<file path="src/include/sacc_consts.vh">
// register offsets, field positions, reset values and timing counts for the converter control
`ifndef SACC_CONSTS_VH
`define SACC_CONSTS_VH
// printed offsets are not multiples of four: indices, byte address is four times
`define SACC_IDX_PAIR_CFG     8'hBA
`define SACC_IDX_CONV_CFG     8'hBC
`define SACC_IDX_CHAN_SEL     8'hBB
`define SACC_IDX_CONV_CTRL    8'hE8
`define SACC_IDX_RES_LOW      8'hBE
`define SACC_IDX_RES_HIGH     8'hBF
`define SACC_IDX_REF_CTRL     8'hD1
`define SACC_IDX_SYS_CTRL     8'hC0
// reset values
`define SACC_RST_PAIR_CFG     8'h00
`define SACC_RST_CONV_CFG     8'h60
`define SACC_RST_CHAN_SEL     8'h00
`define SACC_RST_CONV_CTRL    8'h00
`define SACC_RST_REF_CTRL     8'h00
// control register fields
`define SACC_CC_LJST          0
`define SACC_CC_STM_LO        2
`define SACC_CC_DONE          5
`define SACC_CC_BUSY          4
`define SACC_CC_TRACK         6
`define SACC_CC_ON            7
`define SACC_CC_IE            1
// configuration register fields
`define SACC_CF_DIV_LO        5
`define SACC_CF_GAIN_LO       0
// reference control field
`define SACC_RC_BIAS          1
// trigger selections
`define SACC_STM_SW           2'h0
`define SACC_STM_T3           2'h1
`define SACC_STM_EXT          2'h2
`define SACC_STM_T2           2'h3
// timing in conversion clocks
`define SACC_TRACK_CLKS       3
`define SACC_CONV_CLKS        11
`endif

</file>
<file path="src/core/sacc_ctrl.v">
// converter control block with axi4-lite register slave
// Function
// - converter active only while converter_on set
// - nine channels, ninth is temperature sensor
// - all inputs single-ended after reset
// - three-bit gain field, reset gain one
// - conversion clock divided by 1,2,4,8,16
// - two-bit field selects one of four triggers
// - in-progress bit high during whole conversion
// - busy fall sets done flag, interrupt
// - result justified per justify select bit
// - default mode tracks except while converting
// - low-power timed modes track 3 clocks after trigger
// - external mode tracks while start input low
// - tracking off in chip standby or sleep
// - four pair bits select differential pairs
`timescale 1ns/10ps
`include "sacc_consts.vh"
module sacc_ctrl (
    input  wire        aclk,
    input  wire        aresetn,
    input  wire [11:0] s_axi_awaddr,
    input  wire        s_axi_awvalid,
    output wire        s_axi_awready,
    input  wire [31:0] s_axi_wdata,
    input  wire [3:0]  s_axi_wstrb,
    input  wire        s_axi_wvalid,
    output wire        s_axi_wready,
    output reg  [1:0]  s_axi_bresp,
    output reg         s_axi_bvalid,
    input  wire        s_axi_bready,
    input  wire [11:0] s_axi_araddr,
    input  wire        s_axi_arvalid,
    output wire        s_axi_arready,
    output reg  [31:0] s_axi_rdata,
    output reg  [1:0]  s_axi_rresp,
    output reg         s_axi_rvalid,
    input  wire        s_axi_rready,
    input  wire        timer3_overflow,
    input  wire        timer2_overflow,
    input  wire        ext_convert_start,
    input  wire        chip_standby,
    input  wire [9:0]  sar_code,
    output wire        converter_power,
    output wire        bias_enable,
    output wire        track_enable,
    output wire        sar_sample,
    output wire [3:0]  input_selector,
    output wire        differential,
    output wire [2:0]  amp_gain_sel,
    output wire        conversion_irq
);
    // one-hot sequencer states
    // idle waits, track samples input, conv runs sar, done latches result
    localparam [3:0] ST_IDLE  = 4'b0001;
    localparam [3:0] ST_TRACK = 4'b0010;
    localparam [3:0] ST_CONV  = 4'b0100;
    localparam [3:0] ST_DONE  = 4'b1000;

    // software registers
    reg  [7:0]  converter_control_reg;  // on, track, done, busy, trigger, ie, justify
    reg  [7:0]  converter_config_reg;   // divider and gain
    reg  [7:0]  channel_select_reg;     // channel address
    reg  [3:0]  pair_config_reg;        // pair differential bits
    reg  [7:0]  reference_control_reg;  // bias supply bit
    reg  [15:0] result;                 // justified result pair
    reg  [3:0]  state;                  // sequencer state
    reg  [3:0]  div_cnt;                // conversion clock prescaler
    reg  [3:0]  step_cnt;               // conversion clock counter
    reg         ext_prev;               // last external start level
    reg         conversion_in_progress; // busy bit
    reg         conversion_done_flag;   // done flag
    reg         sw_pending;             // software start, one cycle late

    // axi write capture
    reg         aw_held;                // write address taken
    reg         w_held;                 // write data taken
    reg  [9:0]  aw_idx;                 // word index of write
    reg  [31:0] w_data;                 // write data
    reg  [3:0]  w_strb;                 // write strobes

    // control fields decoded from the software registers
    wire        converter_on = converter_control_reg[`SACC_CC_ON];
    wire        low_power_track_sel = converter_control_reg[`SACC_CC_TRACK];
    wire [1:0]  start_trigger_sel = converter_control_reg[`SACC_CC_STM_LO +: 2];
    wire        left_justify_sel = converter_control_reg[`SACC_CC_LJST];
    wire [2:0]  conv_clock_divider = converter_config_reg[`SACC_CF_DIV_LO +: 3];
    // a write lands once both halves are held and no answer waits
    wire        do_write = aw_held && w_held && !s_axi_bvalid;
    wire        wr_ctrl = do_write && w_strb[0] && aw_idx == {2'b00, `SACC_IDX_CONV_CTRL};
    wire        sw_start = wr_ctrl && w_data[`SACC_CC_BUSY];
    // edge detector idles low like the pin, so reset gives no false start
    wire        ext_rise = ext_convert_start && !ext_prev;
    // prescaler tick and trigger mux outputs
    wire        sar_tick;
    reg         trigger;
    reg  [3:0]  div_last;

    // trigger selection
    // software start counts only while the software mode is selected
    always @* begin
        case (start_trigger_sel)
            `SACC_STM_SW:  trigger = sw_pending;
            `SACC_STM_T3:  trigger = timer3_overflow;
            `SACC_STM_EXT: trigger = ext_rise;
            default:       trigger = timer2_overflow;
        endcase
    end

    // divider ratio: 1, 2, 4, 8, 16 system clocks per sar clock
    // field codes four and up all divide by sixteen
    always @* begin
        case (conv_clock_divider)
            3'h0:    div_last = 4'h0;
            3'h1:    div_last = 4'h1;
            3'h2:    div_last = 4'h3;
            3'h3:    div_last = 4'h7;
            default: div_last = 4'hF;
        endcase
    end
    assign sar_tick = (div_cnt == div_last);

    // software start judged one cycle after the write lands, so the
    // freshly written enable and trigger mode are already in force
    always @(posedge aclk) begin
        if (!aresetn) begin
            sw_pending <= 1'b0;
        end else begin
            sw_pending <= sw_start;
        end
    end

    // conversion clock prescaler
    always @(posedge aclk) begin
        if (!aresetn || !converter_on || state == ST_IDLE) begin
            div_cnt <= 4'h0;
        end else if (sar_tick) begin
            div_cnt <= 4'h0;
        end else begin
            div_cnt <= div_cnt + 4'h1;
        end
    end

    // conversion sequencer
    always @(posedge aclk) begin
        if (!aresetn) begin
            // reset: idle, no conversion, result cleared
            state <= ST_IDLE;
            step_cnt <= 4'h0;
            ext_prev <= 1'b0;
            conversion_in_progress <= 1'b0;
            result <= 16'h0000;
        end else begin
            ext_prev <= ext_convert_start;
            // converter off aborts a conversion in flight
            if (!converter_on) begin
                state <= ST_IDLE;
                conversion_in_progress <= 1'b0;
            end else begin
                case (state)
                    ST_IDLE: begin
                        // wait for the selected trigger
                        step_cnt <= 4'h0;
                        if (trigger) begin
                            conversion_in_progress <= 1'b1;
                            // low-power timed modes track first
                            if (low_power_track_sel && start_trigger_sel != `SACC_STM_EXT) begin
                                state <= ST_TRACK;
                            end else begin
                                state <= ST_CONV;
                            end
                        end
                    end
                    ST_TRACK: begin
                        // low-power tracking for three conversion clocks
                        if (sar_tick) begin
                            if (step_cnt == `SACC_TRACK_CLKS - 1) begin
                                step_cnt <= 4'h0;
                                state <= ST_CONV;
                            end else begin
                                step_cnt <= step_cnt + 4'h1;
                            end
                        end
                    end
                    ST_CONV: begin
                        // eleven conversion clocks of approximation
                        if (sar_tick) begin
                            if (step_cnt == `SACC_CONV_CLKS - 1) begin
                                state <= ST_DONE;
                            end else begin
                                step_cnt <= step_cnt + 4'h1;
                            end
                        end
                    end
                    default: begin
                        // capture justified code
                        if (left_justify_sel) begin
                            result <= {sar_code, 6'h00};
                        end else begin
                            result <= {6'h00, sar_code};
                        end
                        conversion_in_progress <= 1'b0;
                        state <= ST_IDLE;
                    end
                endcase
            end
        end
    end

    // done flag set on busy fall, set wins over software clear
    always @(posedge aclk) begin
        if (!aresetn) begin
            conversion_done_flag <= 1'b0;
        end else if (state == ST_DONE && converter_on) begin
            conversion_done_flag <= 1'b1;
        end else if (wr_ctrl) begin
            // software write of the done bit loads it
            conversion_done_flag <= w_data[`SACC_CC_DONE];
        end
    end

    // axi write channels, either order
    always @(posedge aclk) begin
        if (!aresetn) begin
            aw_held <= 1'b0;
            w_held <= 1'b0;
            aw_idx <= 10'h000;
            w_data <= 32'h00000000;
            w_strb <= 4'h0;
            s_axi_bvalid <= 1'b0;
            s_axi_bresp <= 2'b00;
        end else begin
            // each half captured on its own handshake
            if (s_axi_awvalid && s_axi_awready) begin
                aw_held <= 1'b1;
                aw_idx <= s_axi_awaddr[11:2];
            end
            if (s_axi_wvalid && s_axi_wready) begin
                w_held <= 1'b1;
                w_data <= s_axi_wdata;
                w_strb <= s_axi_wstrb;
            end
            if (do_write) begin
                // both halves present: perform and answer
                aw_held <= 1'b0;
                w_held <= 1'b0;
                s_axi_bvalid <= 1'b1;
                s_axi_bresp <= (aw_idx[9:8] == 2'b00) ? 2'b00 : 2'b10;
            end else if (s_axi_bready) begin
                // answer taken by the master
                s_axi_bvalid <= 1'b0;
            end
        end
    end
    // readies drop while a half is held or an answer waits
    assign s_axi_awready = !aw_held && !s_axi_bvalid;
    assign s_axi_wready = !w_held && !s_axi_bvalid;

    // register writes, low byte lane only
    always @(posedge aclk) begin
        if (!aresetn) begin
            converter_control_reg <= `SACC_RST_CONV_CTRL;
            converter_config_reg <= `SACC_RST_CONV_CFG;  // gain one
            channel_select_reg <= `SACC_RST_CHAN_SEL;
            pair_config_reg <= 4'h0;  // single-ended
            reference_control_reg <= `SACC_RST_REF_CTRL;
        end else if (do_write && w_strb[0]) begin
            if (aw_idx == {2'b00, `SACC_IDX_CONV_CTRL}) begin
                // busy and done live in the sequencer, not here
                converter_control_reg <= {w_data[7:6], 2'b00, w_data[3:0]};
            end else if (aw_idx == {2'b00, `SACC_IDX_CONV_CFG}) begin
                // unused configuration bits stay zero
                converter_config_reg <= {w_data[7:5], 2'b00, w_data[2:0]};
            end else if (aw_idx == {2'b00, `SACC_IDX_CHAN_SEL}) begin
                channel_select_reg <= {4'h0, w_data[3:0]};
            end else if (aw_idx == {2'b00, `SACC_IDX_PAIR_CFG}) begin
                pair_config_reg <= w_data[3:0];
            end else if (aw_idx == {2'b00, `SACC_IDX_REF_CTRL}) begin
                reference_control_reg <= w_data[7:0];
            end
        end
    end

    // axi read channel
    always @(posedge aclk) begin
        if (!aresetn) begin
            s_axi_rvalid <= 1'b0;
            s_axi_rdata <= 32'h00000000;
            s_axi_rresp <= 2'b00;
        end else if (s_axi_arvalid && s_axi_arready) begin
            // answer registered on the same edge that takes the address
            s_axi_rvalid <= 1'b1;
            s_axi_rresp <= 2'b00;
            if (s_axi_araddr[11:2] == {2'b00, `SACC_IDX_CONV_CTRL}) begin
                // busy and done read back from the sequencer
                s_axi_rdata <= {24'h000000, converter_control_reg[7:6], conversion_done_flag,
                                conversion_in_progress, converter_control_reg[3:0]};
            end else if (s_axi_araddr[11:2] == {2'b00, `SACC_IDX_CONV_CFG}) begin
                s_axi_rdata <= {24'h000000, converter_config_reg};
            end else if (s_axi_araddr[11:2] == {2'b00, `SACC_IDX_CHAN_SEL}) begin
                s_axi_rdata <= {24'h000000, channel_select_reg};
            end else if (s_axi_araddr[11:2] == {2'b00, `SACC_IDX_PAIR_CFG}) begin
                s_axi_rdata <= {28'h0000000, pair_config_reg};
            end else if (s_axi_araddr[11:2] == {2'b00, `SACC_IDX_REF_CTRL}) begin
                s_axi_rdata <= {24'h000000, reference_control_reg};
            end else if (s_axi_araddr[11:2] == {2'b00, `SACC_IDX_RES_LOW}) begin
                s_axi_rdata <= {24'h000000, result[7:0]};
            end else if (s_axi_araddr[11:2] == {2'b00, `SACC_IDX_RES_HIGH}) begin
                s_axi_rdata <= {24'h000000, result[15:8]};
            end else begin
                // unmapped index answers slave error
                s_axi_rdata <= 32'h00000000;  // unmapped
                s_axi_rresp <= 2'b10;
            end
        end else if (s_axi_rready) begin
            // answer taken by the master
            s_axi_rvalid <= 1'b0;
        end
    end
    // one read at a time
    assign s_axi_arready = !s_axi_rvalid;

    // analog side controls
    assign converter_power = converter_on;
    assign bias_enable = reference_control_reg[`SACC_RC_BIAS];
    // gain code passes straight to the amplifier
    assign amp_gain_sel = converter_config_reg[`SACC_CF_GAIN_LO +: 3];
    assign input_selector = channel_select_reg[3:0];  // 1xxx is temperature
    // channel below 8 in an enabled pair is differential
    assign differential = !channel_select_reg[3] && pair_config_reg[channel_select_reg[2:1]];
    // sar comparator runs only while converting
    assign sar_sample = (state == ST_CONV);
    // tracking per mode, off in standby
    assign track_enable = converter_on && !chip_standby &&
        (!low_power_track_sel ? (state != ST_CONV) :
         (start_trigger_sel == `SACC_STM_EXT) ? (!ext_convert_start && state != ST_CONV) :
         (state == ST_TRACK));
    // interrupt request level, cleared with the done flag
    assign conversion_irq = conversion_done_flag && converter_control_reg[`SACC_CC_IE];
endmodule

</file>
<file path="config.mk">
export PLATFORM = sky130hd
export DESIGN_NAME = sacc_ctrl
export DESIGN_NICKNAME = d
export VERILOG_FILES = /design/src/core/sacc_ctrl.v
export VERILOG_INCLUDE_DIRS = /design/src /design/src/include
export SDC_FILE = /design/constraint.sdc
export NUM_CORES = 1
export LEC_CHECK = 0
export BUFFER_PORTS_ARGS = -buffer_cell sky130_fd_sc_hd__buf_2
export CAP_MARGIN = 25
export CORE_UTILIZATION = 56
export CTS_CLUSTER_DIAMETER = 30
export DETAILED_ROUTE_END_ITERATION = 10
export HOLD_SLACK_MARGIN = 0.15
export PLACE_DENSITY_LB_ADDON = 0.3
export REMOVE_ABC_BUFFERS = 1
export SLEW_MARGIN = 20
export SYNTH_ARGS = -nofsm -noshare
export SYNTH_HDL_FRONTEND = slang
export SYNTH_SLANG_ARGS = --single-unit
</file>
<file path="constraint.sdc">
create_clock -name aclk -period 4.39 [get_ports aclk]
set_clock_uncertainty 0.15 [all_clocks]
set_input_delay 0.6585 -clock aclk [delete_from_list [all_inputs] [get_ports aclk]]
set_output_delay 0.6585 -clock aclk [all_outputs]
set_load 0.05 [all_outputs]
</file>
======== Word level (Yosys, flattened, before mapping) ========
Cells that the tools add are included.
operators by class
  reduce and logical (&&, ||, !) cells .... 51
  $lt $le $gt $ge ......................... 1
  mux-type cells .......................... 42
  equal/unequal tests ..................... 32
  bitwise gates (word level) .............. 7
  $add $sub $neg .......................... 2
operators with widths
  operator                                                           number
  10-bit by 8-bit == test with 1-bit output (second input constant)  12
  8-bit 2-to-1 mux                                                   7
  4-bit 2-to-1 mux                                                   9
  4-bit one-hot mux with 3 select lines                              2
  1-bit logical AND                                                  18
  16-bit 2-to-1 mux                                                  1
  2-bit 2-to-1 mux                                                   8
  4-bit one-hot mux with 4 select lines                              1
  5-bit AND reduction                                                3
  1-bit zero test                                                    10
  1-bit 2-to-1 mux                                                   10
  2-bit != test (second input constant)                              5
  4-bit by 1-bit adder with 4-bit output (second input constant)     2
  4-bit by 2-bit == test with 1-bit output (second input constant)   2
  4-bit == test (second input constant)                              2
  2-bit AND reduction                                                4
  1-bit NOT                                                          7
  3-bit by 2-bit == test with 1-bit output (second input constant)   2
  6-bit AND reduction                                                1
  2-bit nonzero test                                                 3
  2-bit OR reduction                                                 3
  4-bit by 1-bit == test with 1-bit output (second input constant)   1
  4-bit by 3-bit == test with 1-bit output (second input constant)   1
  4-bit == test                                                      1
  17 further kinds                                                   20
word-level totals
  output and inout port bits .............. 54
  input port bits ......................... 81
  word-level logic and storage cells ...... 158
  register bits after elaboration ......... 119

======== Depth between registers and ports, before layout ========
Gate-level depths: netlist of the first run.
  depth after elaboration ................. 8
  gate-level depth with buffers ........... 8
  mapped depth without buffers ............ 8

======== Worst setup path after synthesis of the first run ========
OpenSTA, ideal clock, no wires.
  kind .................................... flip-flop to output port
  start point ............................. register converter_control_reg[3]
  end point ............................... output track_enable
  arrival ................................. 2003 ps
  cell stages (with the launch flop) ...... 6
  data required time ...................... 3582 ps
  setup slack ............................. 1579 ps
  buffers on the path ..................... 0
  path through ............................ dfxtp_1 inv_1 o21ai_0 mux2_2 a32oi_1 nor3_1
between the ends
  longest elaborated chain between the ends .. 4
RTL lines
  element                 line             source
  start, declared         sacc_ctrl.v:61   reg [7:0] converter_control_reg;
  start signal, assigned  sacc_ctrl.v:262  converter_control_reg <= `SACC_RST_CONV_CTRL;
  start signal, assigned  sacc_ctrl.v:270  converter_control_reg <= {w_data[7:6], 2'b00, w_data[3:0]};
  2-bit == test           -
  1-bit 2-to-1 mux        sacc_ctrl.v:336  (start_trigger_sel == `SACC_STM_EXT) ? (!ext_convert_start && state != ST_CONV) :
  1-bit 2-to-1 mux        sacc_ctrl.v:335  (!low_power_track_sel ? (state != ST_CONV) :
  1-bit logical AND       sacc_ctrl.v:334  assign track_enable = converter_on && !chip_standby &&
  end, declared           sacc_ctrl.v:46   output wire track_enable,
Every way passes these cells.

======== Worst setup path in the final report of the first run ========
Same ends and word-level chain as after synthesis.

==> results by group, run 1 <==
Timing
  – TNS Setup: 0 ns
  – Final period util: 0.658
  – Final Critical Period: 2.89 ns
  – RSZ-0062 raised after global routing: false
  – Max Slew Vio Count: 0
  – Slew @ Worst Pin: between 0.6 and 0.7 ns
  – Max_slew headroom: 0.544
  – Final hold violations: 0
  – Maximum clock rate: between 300 and 400 MHz
  – Setup-failing EPs final: 0
  – Final Worst Setup Slack: between 1.5 and 2 ns

Power
  – Switch Pwr: between 400 and 500 uW
  – Static Leakage: approximately 0.0022 uW
  – Power per cell area: 324 nW/um^2
  – Sequential Power Share: 0.526
  – Combinational group share of total power: 0.122
  – Sw Share: 0.278
  – Worst VDD drop: 0.000199 V
  – P_int: between 1000 and 1500 uW
  – Clock power share: 0.352

Min path
  – Hold crit path type: reg2reg

Floorplanning
  – Initial Util: 0.577
  – Die area: slightly below 9000 sq um
  – Die Span Y: 93.8 microns
  – Io pins: 135
  – CORE AREA: just over 8000 sq um
  – Die Width: roughly 94 microns
  – FP Rows: 33

Layout
  – Antenna fix cells: 0
  – Final core occ: 0.636
  – NumNets Final: between 600 and 700
  – Area grow syn2layout: 10.2%
  – Share of layout cells above drive strength 1: 0.188
  – Fill cells: 714
  – Top reg by flops: result
  – Top Registers: result x16, aw_idx x10
  – Max reg flops: 16

GRT
  – GRT Total Usage: 0.251
  – First-pass GRT wire length: 17.3 mm
  – Initial antenna violation count: 0
  – Largest net degree at the start of global routing: 37
  – Congestion Overflow GR: 0
  – Vias in the first global route: roughly 3700

Drt
  – Detailed-route wire length: roughly 11 mm
  – Post-DRT Antenna Nets: 0
  – Number of DRC markers in iteration 0: 216
  – Via Count: roughly 4000
  – First-pass DRT Iterations: 5
  – Vias per std cell: approximately 5.6
  – Avg WL per Cell: around 15 microns
  – DRC Markers: 0

Logic synthesis
  – Top FF cell, synth: dfxtp_1
  – Most frequent cell after synthesis: nand2_1
  – Number of synthesized flops with an enable pin: 0
  – Syn Inst Count: 554
  – Synth top area share: 0.395
  – Sequential area share after synthesis: 0.395
  – Synth Register Bits: 93
  – Yosys warnings: 0
  – Synth async-reset ratio: 0
  – Syn avg cell area: between 8 and 9 sq um
  – Synth cell types: just under 60
  – Synth area leaders: dfxtp_1 39%, nand2_1 7.6%, buf_4 5.1%
  – Synth top cells by count: 95 x nand2_1, 93 x dfxtp_1, 32 x buf_4, 32 x nor2_1, 28 x nand3_1
  – Yosys top cell by area: dfxtp_1
  – Mapped cell area: 4720 sq um

Clock tree
  – Post-cts resize count: 0
  – Postcts setup bufs: 0
  – Root Buffer: clkbuf_8
  – CTS tree: done
  – Reg clk slew, reported paths: ~0.090 ns
  – H-tree Lvls: 3
  – Hold_buf cts: 0
  – Sink Count: 93
  – Num CTS Buffers: 9
  – Worst skew pair latency: between 0.3 and 0.4 ns
  – Worst-case clock buffer depth: 2

Critical path
  – Setup crit end: track_enable
  – Worst r2r src: state[1]
  – R2r endpoint: step_cnt[2]
  – Critical Path RT: between 3 and 4 ns
  – Worst setup SP type: flop
  – Critical path peak fanout: 4
  – Critical Path Sink Type: output pin
  – Critical Path Source: converter_control_reg[3]
  – Worst path arrival time: roughly 2.1 ns
  – Crit path kind: reg2out
  – Reg2reg setup slack: ~2.1 ns
  – Worst r2r path cells: 6

Place
  – Port Buffer Count: 77
  – Dpl ws: ~1.9 ns
  – Final GP Congestion: 0.820
  – Hpwl dp: ~7.6 mm

Job
  – Max_cap viols: 0

Outcome
  – Status: completed
## how the worst min path moves through the flow
| stage | startpoint | endpoint | slack [ns] | cells after the start |
|---|---|---|---|---|
| finish | result[5] | result[5] | 0.31 | 2 |
| global route | result[12] | result[12] | 0.32 | 2 |
| CTS | result[15] | result[15] | 0.31 | 2 |
| detailed placement | result[15] | result[15] | 0.30 | 2 |
| global placement | result[10] | result[10] | 0.28 | 2 |
| floorplan | result[10] | result[10] | 0.28 | 2 |
## cells in the final DEF (no fill, tap or decap), types with 3 or more instances in the layout
cell	instances
xnor2_1	3
a21oi_1	14
nand4_1	5
or3_1	3
nand3_1	28
a21boi_1	13
nand3b_1	8
nor2b_1	23
nand2_1	95
clkbuf_8	11
inv_1	10
nand2b_1	4
a221oi_1	4
dfxtp_1	93
o21ai_0	17
ha_1	3
buf_4	3
and3_1	9
conb_1	26
o211a_1	6
nor2_1	32
a21boi_0	25
mux2i_1	23
mux2_2	12
o21ai_1	12
a21o_1	3
nor3_1	4
buf_2	77
a22oi_1	5
and2_1	6
## through the flow
step	cell area (sq um)	std cells	hold slack [ns]	power (uW)
floorplan	4460	521	0.277	1040
global placement	5000	706	0.283	1100
detailed placement	5000	706	0.297	1110
CTS	5200	722	0.308	1680
global route	5200	722	0.325	1740
finish	5200	722	0.307	1680
## critical path, cell delays in order, from the launching register on
cell     delay [ns]
dfxtp_1        0.45
inv_1          0.07
o21ai_0        0.40
mux2_2         0.39
a32oi_1        0.15
nor3_1         0.06
buf_2          0.21
## layer usage
layer / share of wire / vias up / track usage
met4: 0.021 / 0 / 0.110
met5: 0 / - / 0
met1: 0.45 / 1863 / 0.318
li1: - / 1991 / -
met3: 0.056 / 23 / 0.0485
met2: 0.47 / 163 / 0.414
## final cells by class
cell class,count,area (sq um),area share
multi-input cells,418,2560,0.492
flip-flops and latches,93,1860,0.358
repair buffers,80,408,0.0784
clock buffers,13,159,0.0306
well taps,105,131,0.0253
clock inverters,3,43.8,0.00842
inverters,10,37.5,0.00722
## power groups by stage
stage,logic (uW),clock network (uW),registers [uW]
after floorplan,116,0,924
after global placement,200,0,903
after detailed placement,203,0,905
after CTS,204,592,885
after global routing,223,630,888
final,204,593,885
## cell families (layout without fill, tap and decap cells)
logic type	after synthesis	count (layout)	synth area share
multiplexers	37	37	0.0870
adder cells (fa/ha/maj)	3	3	0.00796
other	1	26	0.000795
AO/OA/AOI/OAI	112	112	0.166
AND/OR/NAND/NOR	237	237	0.255
buffers and inverters	68	106	0.0828
flip-flops	93	93	0.395
XOR/XNOR	3	3	0.00557
(Power assumes the default switching activity.)
==> run 2, diff against run 1 <==
--- a/config.mk
+++ b/config.mk
@@ -8,7 +8,7 @@
 export LEC_CHECK = 0
 export BUFFER_PORTS_ARGS = -buffer_cell sky130_fd_sc_hd__buf_2
 export CAP_MARGIN = 25
-export CORE_UTILIZATION = 56
+export CORE_UTILIZATION = 52
 export CTS_CLUSTER_DIAMETER = 30
 export DETAILED_ROUTE_END_ITERATION = 10
 export HOLD_SLACK_MARGIN = 0.15
==> constraint.sdc (replaced) <==
create_clock -name aclk -period 2.72 [get_ports aclk]
set_clock_uncertainty 0.15 [all_clocks]
set_input_delay 0.408 -clock aclk [delete_from_list [all_inputs] [get_ports aclk]]
set_output_delay 0.408 -clock aclk [all_outputs]
set_load 0.05 [all_outputs]
==> results by group, run 2 (synthesis gave the netlist of run 1 again) <==
GRT
  – Largest net degree at the start of global routing: 99 (+170%)
  – Congestion Overflow GR: 0 (unchanged)
  – Initial antenna violation count: 0 (unchanged)
  – GRT Total Usage: 0.229 (-0.0223)
  – First-pass GRT wire length: 17.6 mm (+1.7%)
  – Vias in the first global route: 3614 (-2.7%)

Critical path
  – Worst path arrival time: 1.97 ns (-0.11 ns)
  – Worst r2r path cells: 5 (-1)
  – Critical Path Sink Type: output pin
  – Critical Path RT: 2.16 ns (-1.42 ns)
  – Critical path peak fanout: 4 (unchanged)
  – Crit path kind: reg2out
  – Worst setup SP type: flop

Layout
  – Area grow syn2layout: 14.6%
  – Register area: 1860 sq um (unchanged)
  – Fill cells: 757 (+6.0%)
  – Commonest non-fill, non-tap cell in the layout: nand2_1
  – Top Registers: result x16, aw_idx x10
  – Non-Filler Instances: 740 (+2.5%)
  – Area of the multi-input gates: 2560 sq um (unchanged)
  – Max reg flops: 16 (unchanged)
  – Antenna fix cells: 0 (unchanged)
  – NumNets Final: 712 (+2.3%)
  – Share of layout cells above drive strength 1: 0.185 (-0.00288)
  – Most frequent cells in the layout: 95 x nand2_1, 93 x dfxtp_1, 77 x buf_2
  – Top reg by flops: result

Drt
  – Post-DRT Antenna Nets: 0 (unchanged)
  – Vias per std cell: 5.33 (-4.7%)
  – Detailed-route wire length: 10.5 mm (-0.10%)
  – DRC Markers: 0 (unchanged)
  – First-pass DRT Iterations: 5 (unchanged)
  – Avg WL per Cell: 14.2 microns (-2.5%)
  – Number of DRC markers in iteration 0: 200 (-7.4%)
  – Via Count: 3946 (-2.3%)

Floorplanning
  – FP Rows: 34 (+3.0%)
  – Io pins: 135 (unchanged)
  – Die Width: 97.2 microns (+3.7%)
  – CORE AREA: 8760 sq um (+7.2%)
  – Die area: 9460 sq um (+7.5%)
  – Die Span Y: 97.2 microns (+3.7%)
  – Initial Util: 0.538 (-0.0387)

Timing
  – Final Critical Period: 2.53 ns
  – Final period util: 0.928
  – RSZ-0062 raised after global routing: false
  – Max_slew headroom: 0.441 (-0.103)
  – Max Slew Vio Count: 0 (unchanged)
  – Maximum clock rate: 396 MHz
  – Final hold violations: 0 (unchanged)
  – Setup-failing EPs final: 0 (unchanged)
  – TNS Setup: 0 ns (unchanged)
  – Slew @ Worst Pin: 0.838 ns (+0.155 ns)

Clock tree
  – CTS tree: done
  – Num CTS Buffers: 9 (unchanged)
  – Root Buffer: clkbuf_8
  – Sink Count: 93 (unchanged)
  – H-tree Lvls: 3 (unchanged)
  – Reg clk slew, reported paths: 0.09 ns (about the same)
  – Postcts setup bufs: 0 (unchanged)
  – Worst-case clock buffer depth: 2 (unchanged)
  – Worst skew pair latency: 0.36 ns (about the same)

Place
  – Hpwl dp: 7.44 mm (-2.3%)
  – Final GP Congestion: 0.865 (+5.5%)
  – Cell count after placement: 709 (+0.42%)
  – Port Buffer Count: 77 (unchanged)

Min path
  – Worst hold path stage count: 3 (+1)
  – Hold crit path type: in2reg

Power
  – Static Leakage: 0.00228 uW (+3.9%)
  – Power per cell area: 536 nW/um^2 (+66%)
  – Worst VDD drop: 0.000372 V (+87%)
  – Power Total: 2900 uW (+72%)

Outcome
  – Status: completed

Job
  – Max_cap viols: 0 (unchanged)
## run 2: critical path, stage by stage (launching register included)
cell and delay, ns:
dfxtp_1 0.48, inv_1 0.07, o21ai_1 0.28, mux2_2 0.38, a32oi_1 0.14, nor3_1 0.06, buf_2 0.21
## run 2: worst paths after layout
kind                                 start      endpoint  slack [ns]
hold / removal              s_axi_wdata[4]     w_data[4]        0.17
setup reg to reg                  state[1]    result[15]        0.50
setup / recovery  converter_control_reg[3]  track_enable        0.19
hold reg to reg                 result[14]    result[14]        0.30
## run 2: power by group
| group | switching, uW | leakage [uW] | internal [uW] |
|---|---|---|---|
| Clock | 487 | 0.000123 | 636 |
| Combinational | 245 | 0.00140 | 104 |
| Sequential | 33.8 | 0.000755 | 1400 |
## run 2: timing repair
item,CTS,global route
hold endpoints to repair,15,0
hold buffers,16,0
setup endpoints to repair,0,1
resized for setup,0,1
## run 2: routing by layer
layer | share of wire | GRT usage | vias to the layer above
met1 | 0.50 | 0.323 | 1811
met3 | 0.042 | 0.0432 | 8
met2 | 0.45 | 0.351 | 111
met5 | 0 | 0 | -
met4 | 0.013 | 0.0792 | 0
li1 | - | - | 2016
## run 2: cell type report
class,count,share of cell area
Multi-Input combinational cell,418,0.473
Tap cell,108,0.0250
Inverter,10,0.00694
Clock inverter,5,0.0199
Timing Repair Buffer,96,0.105
Clock buffer,10,0.0255
Sequential cell,93,0.344
## run 2: metrics by stage
step | hold slack [ns] | area [sq um] | setup slack, ns | utilization
floorplan | 0.277 | 4460 | 0.159 | -
global placement | 0.286 | 5000 | 0.484 | 0.571
detailed placement | 0.293 | 5000 | 0.476 | 0.571
CTS | 0.150 | 5410 | 0.0610 | 0.617
global route | 0.160 | 5410 | 0.0709 | 0.617
finish | 0.165 | 5410 | 0.195 | 0.617
